===== src/rtl/pmic_irq_pkg.sv =====
/*
  Constants for the latched interrupt flag block: register offsets, bit
  positions, reset values and the short-circuit qualifying time.
  Assumes a 40 MHz system clock and an 8-bit register port behind the serial front end.
*/
package pmic_irq_pkg;

  // Register offsets on the byte register port
  localparam logic [7:0] ADDR_RESET_CTRL = 8'h18;
  localparam logic [7:0] ADDR_TOP_A      = 8'h19;
  localparam logic [7:0] ADDR_TOP_B      = 8'h1A;
  localparam logic [7:0] ADDR_CONV       = 8'h1B;
  localparam logic [7:0] ADDR_LINREG     = 8'h1C;

  // Bit positions in top_event_flags_a
  localparam int TOPA_PG_DROP   = 7;
  localparam int TOPA_LINREG    = 6;
  localparam int TOPA_CONV      = 5;
  localparam int TOPA_SYNC      = 4;
  localparam int TOPA_TSD       = 3;
  localparam int TOPA_WARN      = 2;
  localparam int TOPA_OVP       = 1;
  localparam int TOPA_MEAS      = 0;

  // Bit positions in top_event_flags_b and the software reset register
  localparam int TOPB_RESET     = 0;
  localparam int SWRST_BIT      = 0;

  // Per-unit event field: unit 0 at bits 2:0, unit 1 at bits 6:4
  localparam int FLD_PG         = 2;
  localparam int FLD_SC         = 1;
  localparam int FLD_ILIM       = 0;
  localparam int UNIT1_BASE     = 4;
  localparam int UNIT0_BASE     = 0;

  // Values after reset
  localparam logic [7:0] RST_TOP_A  = 8'h00;
  localparam logic [7:0] RST_TOP_B  = 8'h00;
  localparam logic [7:0] RST_CONV   = 8'h00;
  localparam logic [7:0] RST_LINREG = 8'h00;
  localparam logic [7:0] RST_RDATA  = 8'h00;

  // Writable flag masks; reserved bits always read zero
  localparam logic [7:0] MASK_TOP_A_W1C = 8'h9F;
  localparam logic [7:0] MASK_UNIT_PAIR = 8'h77;

  // Short-circuit qualifying time
  localparam int CLK_PERIOD_PS   = 25000;
  localparam int SC_QUAL_TIME_MS = 1;
  localparam int SC_QUAL_CYCLES  = (SC_QUAL_TIME_MS * 1000000000 + CLK_PERIOD_PS - 1) / CLK_PERIOD_PS;

endpackage


===== src/rtl/short_qualify_timer.sv =====
/*
  Qualifying timer for one regulator output: pulses once when the output
  has stayed below its short-circuit threshold for the full limit.
  Assumes below_threshold is already synchronised to clk.
*/
`timescale 1ns/1ps
module short_qualify_timer #(
  parameter int LIMIT = 40000,
  parameter int WIDTH = $clog2(LIMIT + 1)
) (
  input  wire logic clk,
  input  wire logic sys_rst,
  input  wire logic below_threshold,
  output logic      expired
);

  logic [WIDTH-1:0] count_q;
  localparam logic [WIDTH-1:0] LAST = WIDTH'(LIMIT - 1);

  // Count while low, saturate at the limit, restart on recovery
  always_ff @(posedge clk) begin
    if (sys_rst || !below_threshold) begin
      count_q <= '0;
    end else if (count_q != WIDTH'(LIMIT)) begin
      count_q <= count_q + WIDTH'(1);
    end
  end

  // One pulse on the cycle the limit is reached
  assign expired = below_threshold && (count_q == LAST);

endmodule // short_qualify_timer


===== src/rtl/pmic_interrupt_flags.sv =====
/*
  Latched interrupt flags of the power-management device: top-level events,
  per-converter and per-linear-regulator events, summaries, regulator gating
  and the active-low interrupt request.
  Assumes the serial front end presents byte reads and writes on a
  single-cycle register port, and analog detector levels arrive asynchronously.
*/
//
// Notes on behaviour
// Latch power-good drop flag, bit 7, when power-good falls; hold until cleared.
// Bit 6 reads set while any linear-regulator flag pends; clears with them.
// Bit 5 reads set while any converter flag pends; clears with them.
// Latch sync-clock flag, bit 4, when the external clock appears or vanishes.
// Thermal shutdown latches bit 3, disables regulators, forces both outputs low.
// While thermal-shutdown flag stands, regulator enables are refused.
// Thermal warning latches bit 2; live level reported separately. This block has no output or register bit carrying the live level.
// Input overvoltage latches bit 1, disables regulators, forces both outputs low.
// Latch bit 0 when a load-current measurement result is ready.
// Latch reset flag at 0x1A bit 0 on supply undervoltage or software reset.
// Reset event disables regulators, restores defaults, restarts, keeps reset flag.
// Converter register 0x1B latches power-good events, bit 6 and bit 2.
// Short flag after output below threshold over 1 ms: bits 5 and 1.
// Current-limit flag when a converter limit was active: bits 4 and 0.
// Writing 1 clears that flag only; other flags unchanged.
// All flags and reserved bits read 0 after reset.
// Linear-regulator register 0x1C holds write-1-clear flags, bits 6:4 and 2:0.
// Software reset bit restores defaults, reloads settings, resets serial; self-clears.
// Interrupt request active while any flag or summary is set.
`timescale 1ns/1ps
module pmic_interrupt_flags
  import pmic_irq_pkg::*;
#(
  parameter int SC_CYCLES = pmic_irq_pkg::SC_QUAL_CYCLES,
  parameter int UNITS     = 4
) (
  input  wire logic             clk,
  input  wire logic             sys_rst,
  input  wire logic [7:0]       reg_addr,
  input  wire logic             reg_wr,
  input  wire logic [7:0]       reg_wdata,
  input  wire logic             reg_rd,
  output logic [7:0]            reg_rdata,
  output logic                  reg_rvalid,
  input  wire logic             power_good_output,
  input  wire logic             sync_clock_present,
  input  wire logic             thermal_shutdown_live,
  input  wire logic             thermal_warning_live,
  input  wire logic             input_overvoltage_live,
  input  wire logic             analog_supply_low,
  input  wire logic             load_measure_ready,
  input  wire logic [UNITS-1:0] unit_power_good,
  input  wire logic [UNITS-1:0] unit_below_short,
  input  wire logic [UNITS-1:0] unit_current_limit,
  input  wire logic [UNITS-1:0] regulator_enable_request,
  input  wire logic             general_output_a_request,
  input  wire logic             general_output_b_request,
  output logic [UNITS-1:0]      regulator_enable,
  output logic                  general_output_a,
  output logic                  general_output_b,
  output logic                  restart_request,
  output logic                  software_reset_request,
  output logic                  interrupt_request_n
);

  import pmic_irq_pkg::*;

  localparam int NSYNC = 6 + 3 * UNITS;

  logic [NSYNC-1:0] sync_meta_q;
  logic [NSYNC-1:0] sync_q;
  logic [NSYNC-1:0] prev_q;
  logic [NSYNC-1:0] async_in;
  logic             pg_s, clk_s, tsd_s, warn_s, ovp_s, uv_s;
  logic             pg_p, clk_p, tsd_p, warn_p, ovp_p, uv_p;
  logic [UNITS-1:0] upg_s, ubelow_s, uilim_s, upg_p;
  logic [UNITS-1:0] sc_expired;
  logic [7:0]       top_a_q, top_b_q, conv_q, linreg_q;
  logic [7:0]       top_a_d, top_b_d, conv_d, linreg_d;
  logic [7:0]       top_a_view;
  logic [7:0]       top_a_set, conv_set, linreg_set;
  logic [7:0]       clr_top_a, clr_top_b, clr_conv, clr_linreg;
  logic [2:0]       unit_set [UNITS];
  logic             swrst_write, reset_event, trip_event;
  logic             thermal_shutdown_flag;
  logic [UNITS-1:0] en_q, held_q;
  logic             gpo_a_q, gpo_b_q, force_low;
  logic             irq_n_q, any_pending;
  logic [7:0]       rdata_q;
  logic             rvalid_q;
  logic [7:0]       conv_keep_q;

  // Asynchronous detector levels, gathered for the synchroniser
  assign async_in = {unit_current_limit, unit_below_short, unit_power_good,
                     analog_supply_low, input_overvoltage_live, thermal_warning_live,
                     thermal_shutdown_live, sync_clock_present, power_good_output};

  // Two-stage synchroniser, then one stage of history for edges
  always_ff @(posedge clk) begin
    if (sys_rst) begin
      sync_meta_q <= '0;
      sync_q      <= '0;
      prev_q      <= '0;
    end else begin
      sync_meta_q <= async_in;
      sync_q      <= sync_meta_q;
      prev_q      <= sync_q;
    end
  end

  // Unpack synchronised levels and their previous values
  assign {uilim_s, ubelow_s, upg_s, uv_s, ovp_s, warn_s, tsd_s, clk_s, pg_s} = sync_q;
  assign {upg_p, uv_p, ovp_p, warn_p, tsd_p, clk_p, pg_p} = prev_q[UNITS+5:0];

  // Per-unit short qualifying timers and event fields
  genvar gi;
  generate
    for (gi = 0; gi < UNITS; gi++) begin : g_unit
      short_qualify_timer #(
        .LIMIT (SC_CYCLES)
      ) u_sc_timer (
        .clk             (clk),
        .sys_rst         (sys_rst),
        .below_threshold (ubelow_s[gi]),
        .expired         (sc_expired[gi])
      );
      assign unit_set[gi][FLD_PG]   = upg_p[gi] && !upg_s[gi];
      assign unit_set[gi][FLD_SC]   = sc_expired[gi];
      assign unit_set[gi][FLD_ILIM] = uilim_s[gi];
    end
  endgenerate

  // Event sets for each register; units 0,1 are converters, 2,3 linear regulators
  assign conv_set   = {1'b0, unit_set[1], 1'b0, unit_set[0]};
  assign linreg_set = {1'b0, unit_set[3], 1'b0, unit_set[2]};
  assign top_a_set  = {pg_p && !pg_s,
                       2'b00,
                       clk_s != clk_p,
                       tsd_s && !tsd_p,
                       warn_s && !warn_p,
                       ovp_s && !ovp_p,
                       load_measure_ready};

  // Write-one-to-clear decode; reserved bits never store
  assign clr_top_a  = (reg_wr && reg_addr == ADDR_TOP_A)  ? (reg_wdata & MASK_TOP_A_W1C) : 8'h00;
  assign clr_top_b  = (reg_wr && reg_addr == ADDR_TOP_B)  ? (reg_wdata & 8'h01) : 8'h00;
  assign clr_conv   = (reg_wr && reg_addr == ADDR_CONV)   ? (reg_wdata & MASK_UNIT_PAIR) : 8'h00;
  assign clr_linreg = (reg_wr && reg_addr == ADDR_LINREG) ? (reg_wdata & MASK_UNIT_PAIR) : 8'h00;

  // Software reset strobe and the combined reset event
  assign swrst_write = reg_wr && (reg_addr == ADDR_RESET_CTRL) && reg_wdata[SWRST_BIT];
  assign reset_event = swrst_write || (uv_s && !uv_p);
  assign trip_event  = top_a_set[TOPA_TSD] || top_a_set[TOPA_OVP];

  // Next flag values: a reset event restores defaults, a new event beats a clear
  always_comb begin
    top_a_d  = (reset_event ? RST_TOP_A  : (top_a_q  & ~clr_top_a))  | (top_a_set & MASK_TOP_A_W1C);
    conv_d   = (reset_event ? RST_CONV   : (conv_q   & ~clr_conv))   | conv_set;
    linreg_d = (reset_event ? RST_LINREG : (linreg_q & ~clr_linreg)) | linreg_set;
    top_b_d  = top_b_q & ~clr_top_b;
    if (reset_event) begin
      top_b_d = 8'h01;
    end
  end

  // Flag storage
  always_ff @(posedge clk) begin
    if (sys_rst) begin
      top_a_q  <= RST_TOP_A;
      top_b_q  <= RST_TOP_B;
      conv_q   <= RST_CONV;
      linreg_q <= RST_LINREG;
    end else begin
      top_a_q  <= top_a_d;
      top_b_q  <= top_b_d;
      conv_q   <= conv_d;
      linreg_q <= linreg_d;
    end
  end

  // Read view of the top register with live summaries
  always_comb begin
    top_a_view               = top_a_q;
    top_a_view[TOPA_LINREG]  = |linreg_q;
    top_a_view[TOPA_CONV]    = |conv_q;
  end

  assign thermal_shutdown_flag = top_a_q[TOPA_TSD];

  // Regulator gating: trips and reset disable, shutdown flag refuses enables
  generate
    for (gi = 0; gi < UNITS; gi++) begin : g_en
      logic unit_en_q;
      logic unit_held_q;
      always_ff @(posedge clk) begin
        if (sys_rst) begin
          unit_en_q   <= 1'b0;
          unit_held_q <= 1'b0;
        end else if (trip_event || reset_event) begin
          unit_en_q   <= 1'b0;
          unit_held_q <= 1'b1;
        end else if (!regulator_enable_request[gi]) begin
          unit_en_q   <= 1'b0;
          unit_held_q <= 1'b0;
        end else if (!unit_en_q && !unit_held_q && !thermal_shutdown_flag) begin
          unit_en_q   <= 1'b1;
        end
      end
      // Each slice owns one bit of the enable and hold vectors
      assign en_q[gi]   = unit_en_q;
      assign held_q[gi] = unit_held_q;
    end
  endgenerate

  // Outputs held low while a shutdown or overvoltage flag stands
  assign force_low = top_a_q[TOPA_TSD] || top_a_q[TOPA_OVP];

  always_ff @(posedge clk) begin
    if (sys_rst) begin
      gpo_a_q <= 1'b0;
      gpo_b_q <= 1'b0;
    end else begin
      gpo_a_q <= general_output_a_request && !force_low && !trip_event;
      gpo_b_q <= general_output_b_request && !force_low && !trip_event;
    end
  end

  // Restart and software reset strobes, one cycle each
  always_ff @(posedge clk) begin
    if (sys_rst) begin
      restart_request        <= 1'b0;
      software_reset_request <= 1'b0;
    end else begin
      restart_request        <= reset_event;
      software_reset_request <= swrst_write;
    end
  end

  // Interrupt request follows pending flags
  assign any_pending = (|top_a_q) || (|top_b_q) || (|conv_q) || (|linreg_q);

  always_ff @(posedge clk) begin
    if (sys_rst) begin
      irq_n_q <= 1'b1;
    end else begin
      irq_n_q <= !any_pending;
    end
  end

  // Register read port, data one cycle after the strobe
  always_ff @(posedge clk) begin
    if (sys_rst) begin
      rdata_q  <= RST_RDATA;
      rvalid_q <= 1'b0;
    end else begin
      rvalid_q <= reg_rd;
      if (reg_rd) begin
        case (reg_addr)
          ADDR_TOP_A:      rdata_q <= top_a_view;
          ADDR_TOP_B:      rdata_q <= top_b_q;
          ADDR_CONV:       rdata_q <= conv_q;
          ADDR_LINREG:     rdata_q <= linreg_q;
          ADDR_RESET_CTRL: rdata_q <= 8'h00;
          default:         rdata_q <= 8'h00;
        endcase
      end
    end
  end

  assign reg_rdata           = rdata_q;
  assign reg_rvalid          = rvalid_q;
  assign regulator_enable    = en_q;
  assign general_output_a    = gpo_a_q;
  assign general_output_b    = gpo_b_q;
  assign interrupt_request_n = irq_n_q;

  // Helper: converter flags that a write must leave standing
  always_ff @(posedge clk) begin
    if (sys_rst) begin
      conv_keep_q <= 8'h00;
    end else begin
      conv_keep_q <= reset_event ? 8'h00 : (conv_q & ~clr_conv);
    end
  end
endmodule // pmic_interrupt_flags


===== config.mk =====
export PLATFORM = sky130hd
export DESIGN_NAME = pmic_interrupt_flags
export DESIGN_NICKNAME = d
export VERILOG_FILES = /design/src/rtl/pmic_irq_pkg.sv /design/src/rtl/short_qualify_timer.sv /design/src/rtl/pmic_interrupt_flags.sv
export SDC_FILE = /design/constraint.sdc
export NUM_CORES = 1
export LEC_CHECK = 0
export BUFFER_PORTS_ARGS = -buffer_cell sky130_fd_sc_hd__buf_2
export CAP_MARGIN = 20
export CORE_UTILIZATION = 62
export DETAILED_ROUTE_END_ITERATION = 8
export PLACE_DENSITY = 0.94
export SYNTH_ARGS = -nofsm -noshare
export SYNTH_HDL_FRONTEND = slang
export SYNTH_SLANG_ARGS = --single-unit

===== constraint.sdc =====
create_clock -name clk -period 4.6 [get_ports clk]
set_input_delay 0.92 -clock clk [delete_from_list [all_inputs] [get_ports clk]]
set_output_delay 0.92 -clock clk [all_outputs]
set_load 0.02 [all_outputs]

# After elaboration in Yosys (flattened, before gate mapping)
# Cells that the tools add are included.
# word_totals
register_bits	164
out_inout_bits	18
input_bits	45
# op_classes
add_sub_neg	4
n_eq_ne	18
n_bitwise	15
n_mux	17
n_reduce_logical	76
# ops
cell	count
$add A16 B1 Y16 const B	4
$eq A16 B16 Y1 const B	4
$ne A16 B16 Y1 const B	4
$eq A8 B5 Y1 const B	5
$and A8 B8 Y8	4
$mux W8	4
$pmux W8 S4	1
$reduce_or A8 Y1	4
$logic_and A1 B1 Y1	31
$logic_not A1 Y1	25
$not A7 Y8	2
$or A8 B7 Y8	2
$mux W7	2
$reduce_or A3 Y1	4
$logic_or A1 B1 Y1	11
$mux W1	10
$ne A2 B1 Y1 const B	4
$not A1 Y8	1
$not A8 Y8	1
$or A8 B8 Y8	1
$not A1 Y1	4
$reduce_or A2 Y1	1
$ne A1 B1 Y1	1

# Longest topological paths before layout
# depth
ltp_word	7
depth_mapped	6

# Cells and area by module
# Synthesis repeated with hierarchy kept, for this count alone.
# hier_totals
cells_unflattened	708
hier_area_um2	6583.8
# modules_own_cells
mod	area_each_um2	cells_each	seq_area_each_um2	instances
short_qualify_timer	860.8	100	320.3	4
pmic_interrupt_flags	3140.5	308	1741.7	1

# Worst setup path after synthesis
# OpenSTA, ideal clock, no wires.
# synth_timing
path_kind	input to register
start	input reg_addr[5]
end	register top_a_q[4]
stages	5
setup_ns	0.134
setup_slack_ns	2.211
required_ns	4.466
arrival_time_ns	2.256
path_cell_list	nor4b_1 > nand4_1 > nand2_1 > buf_2 > o22ai_1
# synth_via
elab_chain_len	7
elab_cells_between_ends	11
cone_classes	2 x eq/ne; 2 x mux; 3 x bitwise; 4 x reduce/logical
# synth_rtl
element	line	source
start, declared	pmic_interrupt_flags.sv:38	input wire logic [7:0] reg_addr,
$eq A8 B5 Y1	pmic_interrupt_flags.sv:144	assign clr_top_a = (reg_wr && reg_addr == ADDR_TOP_A) ? (reg_wdata & MASK_TOP_A_W1C) : 8'h00;
$logic_and A1 B1 Y1	pmic_interrupt_flags.sv:144	
$mux W8	pmic_interrupt_flags.sv:144	
$not A8 Y8	pmic_interrupt_flags.sv:156	top_a_d = (reset_event ? RST_TOP_A : (top_a_q & ~clr_top_a)) | (top_a_set & MASK_TOP_A_W1C);
$and A8 B8 Y8	pmic_interrupt_flags.sv:156	
$mux W8 (*)	pmic_interrupt_flags.sv:156	
$or A8 B8 Y8 (*)	pmic_interrupt_flags.sv:156	
end signal, assigned	pmic_interrupt_flags.sv:173	top_a_q <= top_a_d;
end, declared	pmic_interrupt_flags.sv:77	logic [7:0] top_a_q, top_b_q, conv_q, linreg_q;
# Mark *: on every way between the ends. The rest lies on a longest branch, timed or not.
# A chain may end at the register's enable or synchronous reset.

# Worst setup path after layout
# layout_timing
start	input sys_rst
end	register g_unit[0].u_sc_timer.count_q[12]
# layout_via
elab_chain_len	1
# layout_rtl
element	line	source
start, declared	pmic_interrupt_flags.sv:37	input wire logic sys_rst,
$logic_or A1 B1 Y1	short_qualify_timer.sv:22	if (sys_rst || !below_threshold) begin
end signal, assigned	short_qualify_timer.sv:25	count_q <= count_q + WIDTH'(1);
end, declared	short_qualify_timer.sv:17	logic [WIDTH-1:0] count_q;
# No other way between the ends.

==> reports/results.tsv <==
stage	metric	value	unit
finish	nNetsFinal	785	
floorplan	core_area	9370	sq um
clock_tree	cts_resized	0	
worst_setup_path	reg2regPathDepth	4	
floorplan	rows	35	
worst_setup_path	crit_top_cell	nand2_1	
power	peakVddDrop	0.000339	V
grt	grt_overflow	0	
grt	grt_max_degree	76	
timing	setup_viol	0	
finish	area_growth	15.5	%
finish	final_common_cell	dfxtp_1	
clock_tree	cts_tree	done	
power	power_per_cell_area	404	nW/um^2
yosys	yosys.area_share.simple	0.271	
yosys	muxShareOfSynthArea	0.00659	
yosys	synthFlopType	dfxtp_1	
floorplan	dieWidth	101	um
yosys	synth-xor-area-share	0.0563	
finish	fillers	627	
yosys	netlist_instances	675	
timing	slew_headroom	0.482	
min_path	min_path_cells	1	
timing	worstMarginPinSlew	0.775	ns
yosys	ys_seq_elements	151	
clock_tree	cts_hold_buffers	0	
yosys	netlist_area	6070	sq um
grt	grt_pass1_wl	21800	um
finish	antenna_cells	0	
yosys	synth-compound-area-share	0.117	
worst_setup_path	slowest_stage	or4b_2	
worst_setup_path	cp_num_buf_inv	2	
timing	rsz0062_at_grt	false	
timing	hold_viol_final	0	
flow_run	cap_violations	0	
yosys	synth_top_family_by_area	simple AND/OR/NAND/NOR gates	
worst_setup_path	critPathMaxFanout	17	
yosys	syn_avg_cell_area	9.00	sq um
floorplan	dieArea	10200	sq um
routing	dr.pass1.iters	5	
clock_tree	htreeDepth	4	
power	total_power	2.84	mW
floorplan	start_util	0.648	
worst_setup_path	r2r-end	conv_q[1]	
timing	min_period	2.18	ns
power	p_leak	2.47	nW
floorplan	io_pins	63	
routing	vias	5159	
placed_design	hpwl	8430	um
worst_setup_path	startpoint_type	primary input	
worst_setup_path	worstSetupStartpoint	sys_rst	
clock_tree	cts_sinks	151	
grt	antenna_found_initial	0	
worst_setup_path	worstSetupEndpointType	flip-flop	
worst_setup_path	cp_top_family	simple AND/OR/NAND/NOR gates	
grt	grt_usage	0.272	
timing	finalSetupTns	0	ns
clock_tree	cts_max_path_buffers	2	
routing	viasPerCell	5.90	
routing	routed_wl	13300	um
worst_setup_path	rr_startpoint	g_unit[0].u_sc_timer.count_q[7]	
placed_design	routabilityCongestion	0.957	
clock_tree	cts_inserted_buffers	17	
min_path	hp-class	reg2reg	
worst_setup_path	crit_type	in2reg	
yosys	synth_edf_count	0	
grt	grt_pass1_vias	4782	
routing	drc	0	
routing	drt_iter0_markers	350	
routing	detail_route.wl_per_cell	15.3	um
worst_setup_path	r2r_slack	2.60	ns
min_path	min_from	sync_meta_q[17]	
timing	slew_viol_final	0	
finish	drive_gt1_frac	0.137	
clock_tree	clk-insertion-delay-late	0.54	ns
yosys	seq_area_frac_synth	0.498	
yosys	ys_types	51	
run_status	outcome	complete, no violations	
timing	fmax	0.458	GHz
timing	period_share	0.475	
min_path	hold_end	sync_q[17]	
finish	final_cell_mix	dfxtp_1 (151), buf_2 (62), nor2_1 (60)	
worst_setup_path	max_stage_delay	0.75	ns
yosys	ys_warn_count	0	
timing	finClkSkew	0.00819	ns
clock_tree	cts-root-buf	clkbuf_8	
worst_setup_path	path_cells	buf_2 -> inv_1 -> nand2_1 -> or4b_2 -> nand2_1	
placed_design	portBuffers	62	
clock_tree	post_cts_buffers	0	
floorplan	die_h	101	um
clock_tree	clk_pin_slew	0.07	ns
worst_setup_path	critical_path_arrival	2.67	ns
yosys	synth-async-reset-ratio	0	
yosys	syn_nets	728	
yosys	synth-adder-area-share	0.0165	
worst_setup_path	cp.required	5.08	ns
routing	ant_nets	0	
power by group:
group          switching (mW)  internal, mW  leakage (nW)
registers              0.0169          1.34          1.23
logic                  0.0722        0.0496         0.959
clock network           0.599         0.758         0.281
total                   0.688          2.15          2.47
worst max-delay path by stage:
stage	to	slack, ns	cells after the start
final	g_unit[0].u_sc_timer.count_q[12]	2.42	5
after global routing	linreg_q[6]	2.24	5
after CTS	conv_q[1]	2.45	6
after detailed placement	g_unit[0].u_sc_timer.count_q[12]	1.93	5
after global placement	g_unit[0].u_sc_timer.count_q[12]	1.97	5
after floorplan	top_a_q[4]	2.21	5
registers in the layout, summed over array words and instances, names as in the netlist:
| signal | cells |
|---|---|
| conv_q | 6 |
| g_en.unit_en_q | 4 |
| g_en.unit_held_q | 4 |
| g_unit.u_sc_timer.count_q | 64 |
| general_output_a | 1 |
| general_output_b | 1 |
| interrupt_request_n | 1 |
| linreg_q | 6 |
| prev_q | 10 |
| reg_rdata | 8 |
| reg_rvalid | 1 |
| restart_request | 1 |
| software_reset_request | 1 |
| sync_meta_q | 18 |
| sync_q | 18 |
| top_a_q | 6 |
| top_b_q | 1 |
cell families (layout without fill, tap and decap cells):
| logic type | Yosys count | count (layout) |
|---|---|---|
| compound gates | 113 | 113 |
| xor+xnor | 39 | 39 |
| fa+ha+maj | 8 | 8 |
| buf+inv | 49 | 119 |
| flops | 151 | 151 |
| mux | 4 | 4 |
| simple gates | 311 | 311 |
cell usage after synthesis (8+ instances only):
cell type / count / share of area
nand2_1: 49 / 0.030
nor2_1: 60 / 0.037
or3_1: 10 / 0.010
nor3_1: 24 / 0.020
dfxtp_1: 151 / 0.50
xnor2_1: 25 / 0.036
nor2b_1: 55 / 0.057
ha_1: 8 / 0.016
nand3_1: 32 / 0.026
o21ai_0: 43 / 0.035
xor2_1: 14 / 0.020
o2bb2ai_1: 9 / 0.013
a21oi_1: 24 / 0.020
clkbuf_1: 16 / 0.0099
or4_1: 8 / 0.0099
and3_1: 8 / 0.0082
nand4_1: 18 / 0.019
inv_1: 23 / 0.014
nor4_1: 22 / 0.023
worst reg2reg max path: stages (launching register included):
cell and delay [ns]:
dfxtp_1 0.36, or4b_1 0.59, or4_4 0.46, or4_1 0.42, o21ai_0 0.10
through the flow:
stage	instance area [sq um]	utilization	cells	setup slack (ns)	hold slack, ns
after floorplan	6070	-	675	2.21	0.401
after CTS	7010	0.748	874	2.45	0.441
after global routing	7010	0.748	874	2.24	0.452
final	7010	0.748	874	2.42	0.440
after global placement	6430	0.687	842	1.97	0.411
after detailed placement	6430	0.687	842	1.93	0.419
layout make-up:
cell class	instances	area (sq um)	share of cell area
Timing Repair Buffer	64	325	0.0464
Sequential cell	151	3020	0.431
Inverter	23	86.3	0.0123
Multi-Input combinational cell	475	2840	0.405
Tap cell	129	161	0.0230
Clock inverter	14	151	0.0216
Clock buffer	18	428	0.0610
metal layers:
layer / vias to the layer above / GRT usage / wire length, um
met5: - / 0 / 0
met4: 0 / 0.128 / 295
met3: 37 / 0.0714 / 954
met2: 236 / 0.453 / 6440
met1: 2394 / 0.329 / 5650
li1: 2492 / - / -
(Power assumes the default switching activity.)
